File: src/design/core_mem_pkg.sv
// Package of constants and carrier types for the core memory organisation block
package core_mem_pkg;
    // Program space
    localparam int PC_W = 15;
    localparam int PROG_WORDS = 2048;
    localparam logic [14:0] PROG_LAST = 15'h07ff;
    localparam logic [14:0] RESET_VECTOR = 15'h0000;
    localparam logic [14:0] INT_VECTOR = 15'h0004;
    // Return stack
    localparam int STACK_DEPTH = 16;
    // Data address split
    localparam int DADDR_W = 12;
    localparam int OFS_W = 7;
    localparam int BANK_W = 5;
    // Core register offsets, region bounds and region sizes within every bank
    localparam logic [6:0] OFS_INDIRECT0 = 7'h00;
    localparam logic [6:0] OFS_INDIRECT1 = 7'h01;
    localparam logic [6:0] OFS_PC_LOW = 7'h02;
    localparam logic [6:0] OFS_STATUS = 7'h03;
    localparam logic [6:0] OFS_PTR0_LOW = 7'h04;
    localparam logic [6:0] OFS_PTR0_HIGH = 7'h05;
    localparam logic [6:0] OFS_PTR1_LOW = 7'h06;
    localparam logic [6:0] OFS_PTR1_HIGH = 7'h07;
    localparam logic [6:0] OFS_BANK_SEL = 7'h08;
    localparam logic [6:0] OFS_ACCUM = 7'h09;
    localparam logic [6:0] OFS_PC_LATCH = 7'h0a;
    localparam logic [6:0] OFS_INT_CTRL = 7'h0b;
    localparam logic [6:0] OFS_PERIPH_FIRST = 7'h0c;
    localparam logic [6:0] OFS_PERIPH_LAST = 7'h1f;
    localparam logic [6:0] OFS_RAM_FIRST = 7'h20;
    localparam logic [6:0] OFS_RAM_LAST = 7'h6f;
    localparam logic [6:0] OFS_COMMON_FIRST = 7'h70;
    localparam int RAM_BYTES = 80;
    localparam int COMMON_BYTES = 16;
    // Status bit positions and reset value
    localparam int ST_TIMEOUT = 4;
    localparam int ST_POWERDOWN = 3;
    localparam int ST_ZERO = 2;
    localparam int ST_DIGIT = 1;
    localparam int ST_CARRY = 0;
    localparam logic [7:0] STATUS_POR = 8'h18;
    // Pointer high byte bit that selects program memory
    localparam int PTR_PROG_BIT = 7;
    // Linear window on general RAM for pointers
    localparam logic [3:0] LINEAR_TOP = 4'h2;

    typedef enum logic [3:0] {
        OP_NONE = 4'h0,
        OP_ADD = 4'h1,
        OP_SUB = 4'h2,
        OP_LOGIC = 4'h3,
        OP_ROT_LEFT = 4'h4,
        OP_ROT_RIGHT = 4'h5
    } alu_op_e;

    // Request from execution control for one data-space access
    typedef struct packed {
        logic rd;
        logic wr;
        logic indirect;
        logic ptr_sel;
        logic [6:0] ofs;
        logic [7:0] wdata;
    } data_req_s;

    // ALU operation and operands from which the flag outcome is formed
    typedef struct packed {
        logic [3:0] op;
        logic [7:0] a;
        logic [7:0] b;
    } alu_req_s;
endpackage

File: src/design/core_mem_org.sv
// Core memory organisation: PC, return stack, pointers, banked data space, status
`timescale 1ns/100ps

// Summary of operation
// RULE_01 - Program counter is 15 bits; addresses wrap into 2048 implemented words.
// RULE_02 - Reset starts fetch at 0000h; interrupt vectors to 0004h.
// RULE_03 - Return stack holds 16 entries of 15 bits apart from data memory.
// RULE_04 - Push past 16 sets overflow, empty pop sets underflow; optional reset.
// RULE_05 - Two 16-bit pointers reach all file registers and program memory.
// RULE_06 - Pointer high bit 7 set reads program memory, low byte returned.
// RULE_07 - Indirect program memory reads take one extra instruction cycle.
// RULE_08 - Indirect writes aimed at program memory change nothing.
// RULE_09 - Data space is 32 banks of 128 bytes with four regions each.
// RULE_10 - Direct addressing bank comes from the bank select register.
// RULE_11 - Unimplemented data locations read as zero.
// RULE_12 - Data addresses are 12 bits of bank and offset.
// RULE_13 - Twelve core registers appear at offsets 0 to 0Bh of every bank.
// RULE_14 - Peripheral registers sit at offsets 0Ch to 1Fh in each bank.
// RULE_15 - Up to 80 general RAM bytes per bank, also reachable linearly.
// RULE_16 - Sixteen common RAM bytes are shared by all banks.
// RULE_17 - Status writes by flag-setting ops leave zero, digit and carry to ALU.
// RULE_18 - Timeout and power-down are read-only; status bits 7-5 read zero.
// RULE_19 - Timeout and power-down flags follow power-up, watchdog clear, sleep, timeout.
// RULE_20 - Zero flag reflects a zero arithmetic or logic result.
// RULE_21 - Digit carry from bit 3, carry from bit 7 on add and subtract.
// RULE_22 - Subtract adds two's complement; rotates load carry with shifted bit.
// RULE_23 - Bank is upper 5 bits, offset lower 7 bits of data address.
// RULE_24 - Power-on reset sets timeout and power-down, clears arithmetic flags.
module core_mem_org #(
    parameter int RAM_BANKS = 1
) (
    // Clock and reset
    input wire logic CLK,
    input wire logic RST,
    input wire logic POR,
    // Program flow control
    input wire logic PC_ADVANCE,
    input wire logic PC_LOAD,
    input wire logic [14:0] PC_TARGET,
    input wire logic INT_TAKE,
    input wire logic CALL_PUSH,
    input wire logic RET_POP,
    input wire logic STACK_RESET_EN,
    output logic [14:0] PC,
    output logic STACK_OVF,
    output logic STACK_UNF,
    output logic SOFT_RESET,
    // Data access
    input wire core_mem_pkg::data_req_s DREQ,
    output logic [7:0] RDATA,
    output logic STALL,
    // Program memory read port for indirect fetch
    output logic PROG_RD,
    output logic [14:0] PROG_ADDR,
    input wire logic [13:0] PROG_DATA,
    // Peripheral register window
    output logic PERIPH_WR,
    output logic [11:0] PERIPH_ADDR,
    output logic [7:0] PERIPH_WDATA,
    input wire logic [7:0] PERIPH_RDATA,
    // Arithmetic flags and power events
    input wire core_mem_pkg::alu_req_s ALU,
    input wire logic CLR_WDT,
    input wire logic SLEEP,
    input wire logic WDT_TIMEOUT,
    output logic [7:0] STATUS
);
    logic [14:0] pc_reg;
    logic [14:0] stack_mem [core_mem_pkg::STACK_DEPTH];
    logic [4:0] sp_reg;
    logic ovf_reg;
    logic unf_reg;
    logic soft_reg;
    logic [7:0] ptr_lo [2];
    logic [7:0] ptr_hi [2];
    logic [7:0] bank_reg;
    logic [7:0] accum_reg;
    logic [7:0] latch_reg;
    logic [7:0] intc_reg;
    logic [7:0] status_reg;
    logic [7:0] ram [RAM_BANKS * core_mem_pkg::RAM_BYTES];
    logic [7:0] common [core_mem_pkg::COMMON_BYTES];
    logic [7:0] rdata_reg;
    logic stall_reg;
    logic prog_wait_reg;
    logic [11:0] daddr;
    logic [15:0] ptr;
    logic to_prog;
    logic [6:0] ofs;
    logic [4:0] bank;
    logic [7:0] sum;
    logic c_out;
    logic dc_out;
    logic [7:0] alu_res;
    logic flag_op;

    // Fold any 15-bit address into implemented space
    function automatic logic [14:0] wrap(input logic [14:0] a);
        return a & core_mem_pkg::PROG_LAST; // RULE_01
    endfunction

    // Index into banked general RAM; -1 when unimplemented
    function automatic int ram_index(input logic [4:0] b, input logic [6:0] o);
        if (o < core_mem_pkg::OFS_RAM_FIRST || o > core_mem_pkg::OFS_RAM_LAST
            || int'(b) >= RAM_BANKS)
            return -1;
        return int'(b) * core_mem_pkg::RAM_BYTES + int'(o - core_mem_pkg::OFS_RAM_FIRST);
    endfunction

    // Address formation
    always_comb
    begin
        ptr = {ptr_hi[DREQ.ptr_sel], ptr_lo[DREQ.ptr_sel]}; // RULE_05
        to_prog = DREQ.indirect && ptr[15];
        if (DREQ.indirect)
            daddr = ptr[11:0];
        else
            daddr = {bank_reg[4:0], DREQ.ofs}; // RULE_10 RULE_12
        bank = daddr[11:7]; // RULE_23
        ofs = daddr[6:0];
        // Linear window: 2000h to 2FFFh maps 80-byte slices bank by bank
        if (DREQ.indirect && !ptr[15] && ptr[15:12] == core_mem_pkg::LINEAR_TOP)
        begin
            bank = 5'(ptr[11:0] / 12'(core_mem_pkg::RAM_BYTES)); // RULE_15
            ofs = 7'(ptr[11:0] % 12'(core_mem_pkg::RAM_BYTES)) + core_mem_pkg::OFS_RAM_FIRST;
        end
    end

    // ALU flag outcome
    always_comb
    begin
        logic [8:0] wide;
        logic [4:0] nib;
        logic [7:0] bop;
        wide = '0;
        nib = '0;
        bop = (ALU.op == core_mem_pkg::OP_SUB) ? 8'(~ALU.b + 8'h01) : ALU.b; // RULE_22
        wide = {1'b0, ALU.a} + {1'b0, bop};
        nib = {1'b0, ALU.a[3:0]} + {1'b0, bop[3:0]};
        if (ALU.op == core_mem_pkg::OP_SUB && ALU.b == 8'h00)
            wide[8] = 1'b1;
        if (ALU.op == core_mem_pkg::OP_SUB && ALU.b[3:0] == 4'h0)
            nib[4] = 1'b1;
        sum = wide[7:0];
        c_out = wide[8]; // RULE_21
        dc_out = nib[4];
        unique case (ALU.op)
            core_mem_pkg::OP_ROT_LEFT: c_out = ALU.a[7]; // RULE_22
            core_mem_pkg::OP_ROT_RIGHT: c_out = ALU.a[0];
            default: ;
        endcase
        alu_res = (ALU.op == core_mem_pkg::OP_LOGIC) ? ALU.b : sum;
        flag_op = ALU.op != core_mem_pkg::OP_NONE;
    end

    // Program counter
    always_ff @(posedge CLK)
    begin
        if (RST)
            pc_reg <= core_mem_pkg::RESET_VECTOR; // RULE_02
        else if (stall_reg)
            pc_reg <= pc_reg; // RULE_07
        else if (INT_TAKE)
            pc_reg <= core_mem_pkg::INT_VECTOR; // RULE_02
        else if (RET_POP && sp_reg != 5'h00)
            pc_reg <= stack_mem[4'(sp_reg - 5'h01)];
        else if (PC_LOAD)
            pc_reg <= wrap(PC_TARGET);
        else if (PC_ADVANCE)
            pc_reg <= wrap(pc_reg + 15'h0001); // RULE_01
    end

    // Return stack
    always_ff @(posedge CLK)
    begin
        if (RST)
        begin
            sp_reg <= '0;
            ovf_reg <= 1'b0;
            unf_reg <= 1'b0;
        end
        else if ((CALL_PUSH || INT_TAKE) && !stall_reg)
        begin
            if (sp_reg == 5'(core_mem_pkg::STACK_DEPTH))
                ovf_reg <= 1'b1; // RULE_04
            else
            begin
                stack_mem[sp_reg[3:0]] <= PC_ADVANCE ? wrap(pc_reg + 15'h0001) : pc_reg; // RULE_03
                sp_reg <= sp_reg + 5'h01;
            end
        end
        else if (RET_POP && !stall_reg)
        begin
            if (sp_reg == 5'h00)
                unf_reg <= 1'b1; // RULE_04
            else
                sp_reg <= sp_reg - 5'h01;
        end
    end

    always_ff @(posedge CLK)
    begin
        if (RST)
            soft_reg <= 1'b0;
        else
            soft_reg <= STACK_RESET_EN && (ovf_reg || unf_reg) && !soft_reg; // RULE_04
    end

    // Indirect program fetch wait
    always_ff @(posedge CLK)
    begin
        if (RST)
        begin
            stall_reg <= 1'b0;
            prog_wait_reg <= 1'b0;
        end
        else
        begin
            prog_wait_reg <= DREQ.rd && to_prog && !prog_wait_reg; // RULE_07
            stall_reg <= DREQ.rd && to_prog && !prog_wait_reg;
        end
    end

    // Core registers
    always_ff @(posedge CLK)
    begin
        if (RST)
        begin
            ptr_lo[0] <= '0;
            ptr_lo[1] <= '0;
            ptr_hi[0] <= '0;
            ptr_hi[1] <= '0;
            bank_reg <= '0;
            accum_reg <= '0;
            latch_reg <= '0;
            intc_reg <= '0;
        end
        else if (DREQ.wr && !to_prog) // RULE_08
        begin
            unique case (ofs) // RULE_13
                core_mem_pkg::OFS_PTR0_LOW: ptr_lo[0] <= DREQ.wdata;
                core_mem_pkg::OFS_PTR0_HIGH: ptr_hi[0] <= DREQ.wdata;
                core_mem_pkg::OFS_PTR1_LOW: ptr_lo[1] <= DREQ.wdata;
                core_mem_pkg::OFS_PTR1_HIGH: ptr_hi[1] <= DREQ.wdata;
                core_mem_pkg::OFS_BANK_SEL: bank_reg <= {3'h0, DREQ.wdata[4:0]};
                core_mem_pkg::OFS_ACCUM: accum_reg <= DREQ.wdata;
                core_mem_pkg::OFS_PC_LATCH: latch_reg <= {1'b0, DREQ.wdata[6:0]};
                core_mem_pkg::OFS_INT_CTRL: intc_reg <= DREQ.wdata;
                default: ;
            endcase
        end
    end

    // Status register
    always_ff @(posedge CLK)
    begin
        if (POR)
            status_reg <= core_mem_pkg::STATUS_POR; // RULE_24
        else
        begin
            if (DREQ.wr && !to_prog && ofs == core_mem_pkg::OFS_STATUS && !flag_op)
                status_reg[2:0] <= DREQ.wdata[2:0]; // RULE_17
            if (flag_op)
            begin
                status_reg[core_mem_pkg::ST_ZERO] <= alu_res == 8'h00; // RULE_20
                if (ALU.op == core_mem_pkg::OP_ADD || ALU.op == core_mem_pkg::OP_SUB)
                    status_reg[core_mem_pkg::ST_DIGIT] <= dc_out; // RULE_21
                if (ALU.op != core_mem_pkg::OP_LOGIC)
                    status_reg[core_mem_pkg::ST_CARRY] <= c_out;
            end
            if (WDT_TIMEOUT)
                status_reg[core_mem_pkg::ST_TIMEOUT] <= 1'b0; // RULE_19
            else if (CLR_WDT || SLEEP)
                status_reg[core_mem_pkg::ST_TIMEOUT] <= 1'b1;
            if (CLR_WDT)
                status_reg[core_mem_pkg::ST_POWERDOWN] <= 1'b1;
            else if (SLEEP)
                status_reg[core_mem_pkg::ST_POWERDOWN] <= 1'b0;
            status_reg[7:5] <= 3'h0; // RULE_18
        end
    end

    // General and common RAM
    always_ff @(posedge CLK)
    begin
        int idx;
        idx = ram_index(bank, ofs);
        if (DREQ.wr && !to_prog && !RST)
        begin
            if (ofs >= core_mem_pkg::OFS_COMMON_FIRST)
                common[ofs[3:0]] <= DREQ.wdata; // RULE_16
            else if (idx >= 0)
                ram[idx] <= DREQ.wdata; // RULE_09 RULE_15
        end
    end

    // Read mux
    always_ff @(posedge CLK)
    begin
        int idx;
        idx = ram_index(bank, ofs);
        if (RST)
            rdata_reg <= '0;
        else if (prog_wait_reg)
            rdata_reg <= PROG_DATA[7:0]; // RULE_06
        else if (DREQ.rd && !to_prog)
        begin
            if (ofs >= core_mem_pkg::OFS_COMMON_FIRST)
                rdata_reg <= common[ofs[3:0]];
            else if (ofs >= core_mem_pkg::OFS_RAM_FIRST)
                rdata_reg <= (idx >= 0) ? ram[idx] : 8'h00; // RULE_11
            else if (ofs >= core_mem_pkg::OFS_PERIPH_FIRST)
                rdata_reg <= PERIPH_RDATA; // RULE_14
            else
            begin
                unique case (ofs)
                    core_mem_pkg::OFS_PC_LOW: rdata_reg <= pc_reg[7:0];
                    core_mem_pkg::OFS_STATUS: rdata_reg <= status_reg;
                    core_mem_pkg::OFS_PTR0_LOW: rdata_reg <= ptr_lo[0];
                    core_mem_pkg::OFS_PTR0_HIGH: rdata_reg <= ptr_hi[0];
                    core_mem_pkg::OFS_PTR1_LOW: rdata_reg <= ptr_lo[1];
                    core_mem_pkg::OFS_PTR1_HIGH: rdata_reg <= ptr_hi[1];
                    core_mem_pkg::OFS_BANK_SEL: rdata_reg <= bank_reg;
                    core_mem_pkg::OFS_ACCUM: rdata_reg <= accum_reg;
                    core_mem_pkg::OFS_PC_LATCH: rdata_reg <= latch_reg;
                    core_mem_pkg::OFS_INT_CTRL: rdata_reg <= intc_reg;
                    default: rdata_reg <= 8'h00;
                endcase
            end
        end
    end

    // Program read and peripheral ports, registered
    always_ff @(posedge CLK)
    begin
        if (RST)
        begin
            PROG_RD <= 1'b0;
            PROG_ADDR <= '0;
            PERIPH_WR <= 1'b0;
            PERIPH_ADDR <= '0;
            PERIPH_WDATA <= '0;
        end
        else
        begin
            PROG_RD <= DREQ.rd && to_prog && !prog_wait_reg;
            PROG_ADDR <= wrap(ptr[14:0]); // RULE_06
            PERIPH_WR <= DREQ.wr && !to_prog && ofs >= core_mem_pkg::OFS_PERIPH_FIRST
                && ofs <= core_mem_pkg::OFS_PERIPH_LAST;
            PERIPH_ADDR <= {bank, ofs};
            PERIPH_WDATA <= DREQ.wdata;
        end
    end

    assign PC = pc_reg;
    assign STACK_OVF = ovf_reg;
    assign STACK_UNF = unf_reg;
    assign SOFT_RESET = soft_reg;
    assign RDATA = rdata_reg;
    assign STALL = stall_reg;
    assign STATUS = status_reg;

    // Checks
    pc_reset_a: assert property (@(posedge CLK) RST |=> PC == 15'h0000) // RULE_02
        else $error("pc not at reset vector");
    pc_int_a: assert property (@(posedge CLK) disable iff (RST)
        INT_TAKE && !STALL |=> PC == 15'h0004) // RULE_02
        else $error("interrupt vector wrong");
    pc_range_a: assert property (@(posedge CLK) disable iff (RST) PC[14:11] == 4'h0) // RULE_01
        else $error("pc outside program space");
    stack_ovf_a: assert property (@(posedge CLK) disable iff (RST)
        CALL_PUSH && !INT_TAKE && !STALL && sp_reg == 5'd16 |=> STACK_OVF) // RULE_04
        else $error("overflow not flagged");
    stack_unf_a: assert property (@(posedge CLK) disable iff (RST)
        RET_POP && !CALL_PUSH && !INT_TAKE && !STALL && sp_reg == 5'd0 |=> STACK_UNF) // RULE_04
        else $error("underflow not flagged");
    status_top_a: assert property (@(posedge CLK) disable iff (POR)
        ##1 STATUS[7:5] == 3'h0) // RULE_18
        else $error("status upper bits set");
    prog_stall_a: assert property (@(posedge CLK) disable iff (RST)
        DREQ.rd && DREQ.indirect && ptr[15] && !STALL |=> STALL ##1 !STALL) // RULE_07
        else $error("program read stall wrong");
    zero_flag_a: assert property (@(posedge CLK) disable iff (POR)
        ALU.op == core_mem_pkg::OP_LOGIC && ALU.b == 8'h00 |=> STATUS[2]) // RULE_20
        else $error("zero flag not set");
endmodule

File: config.mk
export PLATFORM = sky130hd
export DESIGN_NAME = core_mem_org
export DESIGN_NICKNAME = d
export VERILOG_FILES = /design/src/design/core_mem_pkg.sv /design/src/design/core_mem_org.sv
export SDC_FILE = /design/constraint.sdc
export NUM_CORES = 1
export LEC_CHECK = 0
export ABC_AREA = 0
export BUFFER_PORTS_ARGS = -buffer_cell sky130_fd_sc_hd__clkbuf_2
export CAP_MARGIN = 20
export CORE_UTILIZATION = 25
export DETAILED_ROUTE_END_ITERATION = 6
export SLEW_MARGIN = 20
export SYNTH_ARGS = -nofsm -noshare
export SYNTH_HDL_FRONTEND = slang
export SYNTH_SLANG_ARGS = --single-unit
File: constraint.sdc
create_clock -name CLK -period 10.3 [get_ports CLK]
set_clock_uncertainty 0.1 [all_clocks]
set_input_delay 1.545 -clock CLK [delete_from_list [all_inputs] [get_ports CLK]]
set_output_delay 1.545 -clock CLK [all_outputs]
set_load 0.05 [all_outputs]
# Yosys cells after proc, flatten, opt, wreduce, memory -nomap -nowiden
# Memories as Yosys holds them, arrays and structs flattened.
# Index checks and enable logic that the tools add are counted.
# classes
n_eq_ne	20
n_lt_le_gt_ge	8
mux	65
multipliers	1
bitwise	6
addsub	9
reduce_logical	49
n_div	2
# op_table
cell	n
$mux 8	12
$pmux 8 s10	1
$mux 32	2
$mux 15	4
$mux 1	36
$ge 32x1->1 const B	1
$eq 7x3->1 const B	4
$eq 7x4->1 const B	4
$mux 5	5
$logic_and 1x1->1	19
$logic_not 8->1	2
$add 13x8->14	1
$eq 7x2->1 const B	2
$div 12x7->12 const B	1
$eq 4x2->1 const B	3
$mod 12x7->12 const B	1
$mux 12	1
$add 11x1->11 const B	1
$reduce_and 2->1	5
$add 8x8->9	1
$add 8x1->8 const B	1
$eq 4x3->1 const B	2
$mul 5x3->8 const B	1
$not 8->8	1
other kinds (30)	49
# totals
n_memories	5
ram_bits	1040
input_bits	88
wordCells	186
out_inout_bits	72
reg_bits	104
# mem_list
name	words	width	rd	rd_ports_with_merged_regs	write_ports	line	rtl
ram	80	8	1	0	1	core_mem_org.sv:81	logic [7:0] ram [RAM_BANKS * core_mem_pkg::RAM_BYTES];
stack_mem	16	15	1	0	1	core_mem_org.sv:69	logic [14:0] stack_mem [core_mem_pkg::STACK_DEPTH];
common	16	8	1	0	1	core_mem_org.sv:82	logic [7:0] common [core_mem_pkg::COMMON_BYTES];
ptr_hi	2	8	3	0	2	core_mem_org.sv:75	logic [7:0] ptr_hi [2];
ptr_lo	2	8	3	0	2	core_mem_org.sv:74	logic [7:0] ptr_lo [2];

# Longest topological paths before layout
# Gate-level depths: netlist of the first run.
# An unclocked memory read counts as a cell.
# logic_depth
word_depth	16
mapped_depth	29

# Worst setup path after synthesis of the first run
# Ideal clock, no wire load.
# synth_path
path_type	input-to-reg
from	input port DREQ[15] (netlist name)
to	memory ram[3][0], enable pin
slack_ns	1.916
t_required_ns	9.829
setup_ns	0.371
path_buffers	6
arrival_ns	7.913
cell_stages	27
path_cell_list	buf_2 > buf_6 > mux2i_1 > clkbuf_1 > xnor2_1 > a21oi_1 > o31a_1 > or2_1 > o31a_1 > a221oi_4 > inv_2 > buf_4 > clkbuf_1 > clkbuf_1 > ha_1 > ha_1 > fa_1 > xor2_1 > ha_1 > nor2b_1 > o21ai_0 > nand2b_1 > a2111oi_4 > nand2_1 > nor3_4 > nand3_4 > nor2_1
# synth_rtl
element	line	rtl
start, declared	core_mem_org.sv:49	input wire core_mem_pkg::data_req_s DREQ,
parallel branches: the longest is 4 deep, another holds $div 12x7->12	n/a	
$mux 5 (*)	core_mem_org.sv:122	if (DREQ.indirect && !ptr[15] && ptr[15:12] == core_mem_pkg::LINEAR_TOP)
via bank[0]	core_mem_org.sv:90	logic [4:0] bank;
parallel branches: the longest is 3 deep, another holds $add 13x8->14	n/a	
$mux 32 (*)	core_mem_org.sv:107	return int'(b) * core_mem_pkg::RAM_BYTES + int'(o - core_mem_pkg::OFS_RAM_FIRST);
$ge 32x1->1	core_mem_org.sv:292	else if (idx >= 0)
$mux 1	core_mem_org.sv:292	
$mux 1	core_mem_org.sv:290	if (ofs >= core_mem_pkg::OFS_COMMON_FIRST)
$mux 1	core_mem_org.sv:288	if (DREQ.wr && !to_prog && !RST)
$mux 1 (not written as such)	core_mem_org.sv:293	ram[idx] <= DREQ.wdata;
end, declared	core_mem_org.sv:81	
# Mark *: on every way through the listed nets, which the timed path passes.

# Worst setup path in the final report of the first run
# layout_path
from	input port DREQ[15] (netlist name)
to	register rdata_reg[3] (netlist: RDATA[3])
# layout_between
elab_chain_len	16
# layout_rtl
element	line	rtl
parallel branches: the longest is 4 deep, another holds $mod 12x7->12	n/a	
$mux 7 (*)	core_mem_org.sv:122	
via ofs[6]	core_mem_org.sv:89	logic [6:0] ofs;
parallel branches: the longest is 8 deep, another holds $ge 32x1->1	n/a	
$mux 8 (*)	core_mem_org.sv:308	if (ofs >= core_mem_pkg::OFS_COMMON_FIRST)
$mux 8 (*)	core_mem_org.sv:306	else if (DREQ.rd && !to_prog)
$mux 8 (*)	core_mem_org.sv:304	else if (prog_wait_reg)
end signal, assigned	core_mem_org.sv:305	rdata_reg <= PROG_DATA[7:0];
end signal, assigned	core_mem_org.sv:309	rdata_reg <= common[ofs[3:0]];
end signal, assigned	core_mem_org.sv:311	rdata_reg <= (idx >= 0) ? ram[idx] : 8'h00;
end, declared	core_mem_org.sv:83	logic [7:0] rdata_reg;
# Mark *: on every way through the listed nets, which the timed path passes. The select of a mux whose other input is x is not followed.
# A chain may end at the register's enable or synchronous reset.

==> results.md, run 1 <==
* First-pass DRT Iterations at 7
* P&R area growth vs syn at 17.1%
* Slew HR at between 20% and 30%
* Top Family by Delay on Critical Path: compound AO/OA/AOI/OAI gates
* Area of the die at 192000 um2
* CTS tree: yes
* Worst skew pair latency at roughly 700 ps
* Critical path endpoint category: flop
* Starting Density at between 20% and 30%
* Share of cells above drive strength 1 at around a fifth
* Post-Place Cells at just under 6000
* Clock slew at reported path FFs at 70 ps
* GP Congestion at just over 1
* Die H at between 400 and 500 um
* First-pass GRT wire length at around 230000 um
* Slew Limit Fails at 0
* IO Count at 160
* IR drop worst, VDD at roughly 0.00014 V
* Endpoints failing setup at 0
* Seq pwr share at ~48%
* Largest net degree at the start of global routing at 95
* RSZ-0062 raised after global routing: false
* Hold Path Origin: SOFT_RESET
* Synth cell types at between 90 and 100
* Worst Path Buf+Inv at 6
* Hold Slack at roughly 330 ps
* Post-CTS Hold Buffers at 0
* Core area at between 150000 and 200000 um2
* Routed WL at approximately 170000 um
* Main area contributors after synthesis: edfxtp_1, mux4_2, dfxtp_1, nor2_1, nand2_1
* FF+latch count, synth at ~1100
* Crit-path max FO at 41
* Clock Path Buffers at 3
* Final worst path period share at about nine tenths
* Endpoints failing hold at 0
* Biggest register: ram
* Mapped cell area at 47600 um2
* Synth area leader: edfxtp_1
* Startpoint Class: input pin
* Htree depth at 3
* Internal at about 7.9 mW
* Total grt overflow at 0
* Setup crit start: DREQ[15]
* PostCTS Resize Cnt at 0
* # clock sinks at 1137
* Die X at about 440 um
* Synth async-reset ratio at 0%
* Status: finished, violations left
* Failing checks: DRC
* Final sum of negative setup slack at 0 ps
* Number of max-cap violations at 0
* Ys flop type: edfxtp_1
* Via/cell ratio at about 5.3
* Hold Path Class: flop to flop
* Final-stage net count at 3603
* Syn Area/Cell at between 10 and 15 um2
* Net Switching at 2.82 mW
* Routed WL per cell at 27.2 um
* Post-route ant nets at 0
* # DRC at 1
* Number of global-route vias before repair at about 31000
* IO buf count at about 140
* Seq/Total Area, Yosys at between 60% and 70%
* RR Startpoint: ptr_hi[0][3]
* Leakage at 17.9 nW
* Antenna violations before repair at 13
* FP Rows at 159
* Min cycle time layout at 9090 ps
* Post-synth top area share at between 60% and 70%
* CP Data Arrival Time at a little under 10000 ps
* Synth Instances at between 3000 and 4000
* Dpl hpwl at ~110000 um
* TritonCTS Buffers at 103
* Max Freq at between 100 and 150 MHz
* Final cell count without fillers at just over 6000
* Setup bufs post-CTS at 0
* Worst Tran Pin Value at about 1200 ps
* Final-layout fill cell count at roughly 19000
* Clk root buf: clkbuf_16
* Critical-path cell list: clkbuf_2 -> buf_4 -> mux2_2 -> o211ai_1 -> o22ai_1 -> or4_1 -> o22ai_1 -> nand3b_1 -> a21oi_1 -> or2_2 -> inv_1 -> ha_1 -> o31ai_4 -> buf_4 -> and3_2 -> buf_4 -> o22ai_1 -> nor4_1 -> o22ai_1 -> o31a_1 -> o41ai_1 -> buf_4
* CP max stage cell: o41ai_1
* Gr usage total at around 17%
* Combinational fraction of design power at between 10 and 15%
* WP data required at 10880 ps
* Max FFs per register at 640
* Crit Path Category: input pin to flop
* Vias at around 32000
* Pwr dens at 192 nW/um2
* Largest stage delay, worst path at 940 ps
* DRT iter0 DRCs at ~4500
* EDFF count, synth at ~1000
* Sw frac at a little over a quarter
* Clock Power Share at a little under two fifths
* Ys Warns at 0
[cell usage after synthesis (all sizes together), types with 16 or more instances]
cell type	instances
nor2	303
xnor2	25
a221oi	16
o21ai	75
nor3	74
mux4	107
nor2b	35
a21oi	93
nand3	88
o211ai	21
inv	35
or3	20
a31oi	46
a22oi	36
a211oi	39
mux2i	82
nor4	38
and3	18
o22ai	107
ha	31
clkbuf	120
o31a	24
o31ai	27
buf	72
dfxtp	97
o221ai	32
nand2	273
nand4	33
and2	19
edfxtp	1040
o22a	20
[layer usage]
layer	GRT usage (%)	up-vias	wire length [um]
li1	-	13380	-
met1	21.2	16224	63100
met2	26.1	1943	75500
met3	2.78	432	15100
met4	10.8	4	11500
met5	0	-	31
[power groups by stage]
stage          Combinational (mW)  Sequential [mW]  Clock (mW)
6_report                     1.46             5.18        4.08
5_1_grt                      1.52             5.18        4.27
3_5_place_dp                 1.44             5.28           0
4_1_cts                      1.44             5.18        4.11
2_1_floorplan               0.811             5.31           0
3_3_place_gp                 1.43             5.28           0
[final timing paths]
| path | end | slack (ps) | cells after the start |
|---|---|---|---|
| min | SOFT_RESET | 330 | 1 |
| max | RDATA[3] | 1210 | 22 |
| max reg2reg | RDATA[3] | 2060 | 20 |
| min reg2reg | SOFT_RESET | 330 | 1 |
[through the flow]
step | power (mW) | cell area, um2 | utilization, % | setup WS [ps]
finish | 10.7 | 55800 | 29.6 | 1210
global placement | 6.71 | 52100 | 27.6 | 933
global route | 11.0 | 55800 | 29.6 | 1110
floorplan | 6.12 | 47600 | - | 1920
CTS | 10.7 | 55700 | 29.5 | 1590
detailed placement | 6.72 | 52100 | 27.6 | 850
[layout make-up]
class                   count  area [um2]  share of cell area, %
diodes                      9        22.5                 0.0404
multi-input cells        1905       13800                   24.7
repair buffers            298        1970                   3.52
clock buffers             135        2840                   5.09
flip-flops and latches   1137       33200                   59.5
well taps                2495        3120                   5.60
inverters                  36         135                  0.242
clock inverters            59         717                   1.29
[kinds of logic (layout without fill, tap and decap cells)]
family,Yosys count,in the layout,synth area share (%)
XOR/XNOR,31,31,0.570
adder cells (fa/ha/maj),34,34,0.941
buffers and inverters,228,528,1.97
AND/OR/NAND/NOR,954,954,9.60
multiplexers,204,204,7.17
AO/OA/AOI/OAI,675,675,10.1
flip-flops,1137,1137,69.7
other,1,16,0.00787
[cell usage in the layout, fill, tap and decap left out, types with 16 or more instances in the layout]
master        n
clkbuf_2    133
and2_1       19
a21oi_1      89
inv_1        33
ha_1         30
o31ai_1      25
o31a_1       23
clkinv_2     17
o22ai_1     107
clkinv_1     17
a211oi_1     38
mux2i_1      82
nand4_1      33
o21ai_0      71
nor3_1       61
clkbuf_1     21
or3_1        20
and3_1       17
o211ai_1     21
a22oi_1      36
edfxtp_1   1040
buf_4       160
o22a_1       20
nand2_1     269
dfxtp_1      96
nor2_2       16
nor2_1      287
xnor2_1      16
o221ai_1     32
a31oi_1      44
nor4_1       34
nor2b_1      35
nand3_1      81
clkbuf_16   106
mux4_2      107
No activity file was read; power rests on OpenSTA's default activity.
==> run 2, diff against run 1 <==
- CTS_BUF_LIST: unset -> sky130_fd_sc_hd__clkbuf_2 sky130_fd_sc_hd__clkbuf_4 sky130_fd_sc_hd__clkbuf_8
==> results.md, run 2 (synthesis results as in run 1) <==
* First-pass GRT wire length at 232000 um (was 231000 um)
* Die X at 438 um (unchanged)
* Tot Pwr at 10.3 mW (was 10.7 mW)
* Largest net degree at the start of global routing at 95 (unchanged)
* Via/cell ratio at 5.24 (was 5.27)
* Routed WL per cell at 26.9 um (was 27.2 um)
* Slew Limit Fails at 0 (unchanged)
* Crit-path max FO at 19 (was 41)
* # DRC at 0 (was 1)
* Biggest register: ram (unchanged)
* CP Data Arrival Time at 9590 ps (was 9660 ps)
* Max FFs per register at 640 (unchanged)
* Routed WL at 166000 um (was 165000 um)
* IR drop worst, VDD at 0.000152 V (was 0.000137 V)
* Hold Slack at 329 ps (was 331 ps)
* Commonest non-fill, non-tap cell in the layout: edfxtp_1 (unchanged)
* R2r worst-path depth at 20 (unchanged)
* IO buf count at 142 (unchanged)
* DRT iter0 DRCs at 4142 (was 4461)
* Area of the die at 192000 um2 (unchanged)
* First-pass DRT Iterations at 6 (was 7)
* Post-CTS Hold Buffers at 0 (unchanged)
* Vias at 32350 (was 31983)
* Total grt overflow at 0 (unchanged)
* Post-route ant nets at 0 (unchanged)
* Endpoints failing hold at 0 (unchanged)
* Worst skew pair latency at 900 ps (was 720 ps)
* CTS tree: yes (unchanged)
* Dpl hpwl at 108000 um (unchanged)
* Largest stage delay, worst path at 880 ps (was 940 ps)
* IO Count at 160 (unchanged)
* Starting Density at 25.3% (unchanged)
* Antenna violations before repair at 15 (was 13)
* GP Congestion at 1.03 (unchanged)
* PostCTS Resize Cnt at 0 (unchanged)
* Die H at 438 um (unchanged)
* Endpoints failing setup at 0 (unchanged)
* Final sum of negative setup slack at 0 ps (unchanged)
* FP Rows at 159 (unchanged)
* Crit Path Category: input pin to flop (unchanged)
* Status: completed (was finished, violations left)
* Clk root buf: clkbuf_8 (was clkbuf_16)
* Critical path endpoint category: flop (unchanged)
* Clock slew at reported path FFs at 60 ps (was 70 ps)
* Share of cells above drive strength 1 at 21.1% (was 18.6%)
* Pwr dens at 186 nW/um2 (was 192 nW/um2)
* TritonCTS Buffers at 164 (was 103)
* # clock sinks at 1137 (unchanged)
* R2R setup slack at 2150 ps (was 2060 ps)
* Startpoint Class: input pin (unchanged)
* P&R area growth vs syn at 16.5% (was 17.1%)
* Clock Path Buffers at 3 (unchanged)
* CP max stage cell: o41ai_1 (unchanged)
* Final worst path period share at 85.8% (was 88.2%)
* Core area at 189000 um2 (unchanged)
* Critical-path cell list: clkbuf_2 -> buf_4 -> mux2_2 -> o211ai_1 -> o22ai_1 -> or3_1 -> o221ai_1 -> a21boi_0 -> a211o_1 -> or2_2 -> ha_1 -> buf_4 -> a211o_1 -> a211oi_2 -> and3_2 -> buf_4 -> o22ai_1 -> nor4_1 -> o22ai_1 -> o31a_1 -> o41ai_1 -> buf_4 (was clkbuf_2 -> buf_4 -> mux2_2 -> o211ai_1 -> o22ai_1 -> or4_1 -> o22ai_1 -> nand3b_1 -> a21oi_1 -> or2_2 -> inv_1 -> ha_1 -> o31ai_4 -> buf_4 -> and3_2 -> buf_4 -> o22ai_1 -> nor4_1 -> o22ai_1 -> o31a_1 -> o41ai_1 -> buf_4)
* WP data required at 11060 ps (was 10880 ps)
* Htree depth at 4 (was 3)
* Slew HR at 21.2% (was 21.8%)
* Setup bufs post-CTS at 0 (unchanged)
* Post-Place Cells at 5869 (unchanged)
* Leakage at 17.9 nW (about the same)
* Most frequent cells in the layout: edfxtp_1, nor2_1, nand2_1 (unchanged)
* Final-layout fill cell count at 18895 (was 18842)
* Hold Path Class: flop to flop (unchanged)
* Number of max-cap violations at 0 (unchanged)
* Min cycle time layout at 8830 ps (was 9090 ps)
* Max Freq at 113 MHz (was 110 MHz)
* Final-stage net count at 3663 (was 3603)
* Final cell count without fillers at 6172 (was 6074)
* Number of cells on the worst hold path at 1 (unchanged)
* Worst Tran Pin Value at 1170 ps (was 1160 ps)
* CP most frequent cell: buf_4
* RSZ-0062 raised after global routing: false (unchanged)
* Number of global-route vias before repair at 31124 (was 30562)
* Gr usage total at 16.8% (was 16.6%)
## run 2: metrics by stage
stage / util (%) / instance area, um2 / worst slack (ps)
after floorplan: - / 47600 / 1920
after global placement: 27.6 / 52100 / 933
after detailed placement: 27.6 / 52100 / 850
after CTS: 29.4 / 55400 / 1790
after global routing: 29.4 / 55500 / 1370
final: 29.4 / 55500 / 1470
## run 2: area by class of cell
| cell class | instances | area, um2 | area share, % |
|---|---|---|---|
| tap | 2495 | 3120 | 5.62 |
| inverter | 36 | 135 | 0.243 |
| sequential | 1137 | 33200 | 59.8 |
| clock buffer | 233 | 2810 | 5.06 |
| antenna | 8 | 20.0 | 0.0361 |
| clock inverter | 61 | 493 | 0.888 |
| timing repair buffer | 297 | 1950 | 3.52 |
| multi-input combinational | 1905 | 13800 | 24.9 |
## run 2: final timing paths
path           startpoint          to
min reg2reg    SOFT_RESET  SOFT_RESET
max              DREQ[15]    RDATA[3]
max reg2reg  ptr_hi[0][3]    RDATA[3]
min            SOFT_RESET  SOFT_RESET
## run 2: metal layers
metal / vias to the layer above / global-route usage (%) / part of all wire (%)
met5: - / 0 / 0.022
met4: 6 / 11.0 / 6.8
li1: 13519 / - / -
met2: 1994 / 26.0 / 46
met3: 451 / 3.60 / 9.6
met1: 16380 / 21.1 / 38
## run 2: report_power, final
| group | switching (mW) | total, mW | internal, mW |
|---|---|---|---|
| Clock | 1.78 | 3.70 | 1.92 |
| Combinational | 0.975 | 1.46 | 0.483 |
| Sequential | 0.0635 | 5.18 | 5.12 |
| Total | 2.82 | 10.3 | 7.52 |
## run 2: worst max-delay path: cells and delay by family
| kind | cells | cell delay (ps) |
|---|---|---|
| buffers and inverters | 5 | 1520 |
| and+or+nand+nor | 4 | 2180 |
| adders and majority gates | 1 | 260 |
| muxes | 1 | 510 |
| AOI/OAI and AO/OA | 11 | 3500 |
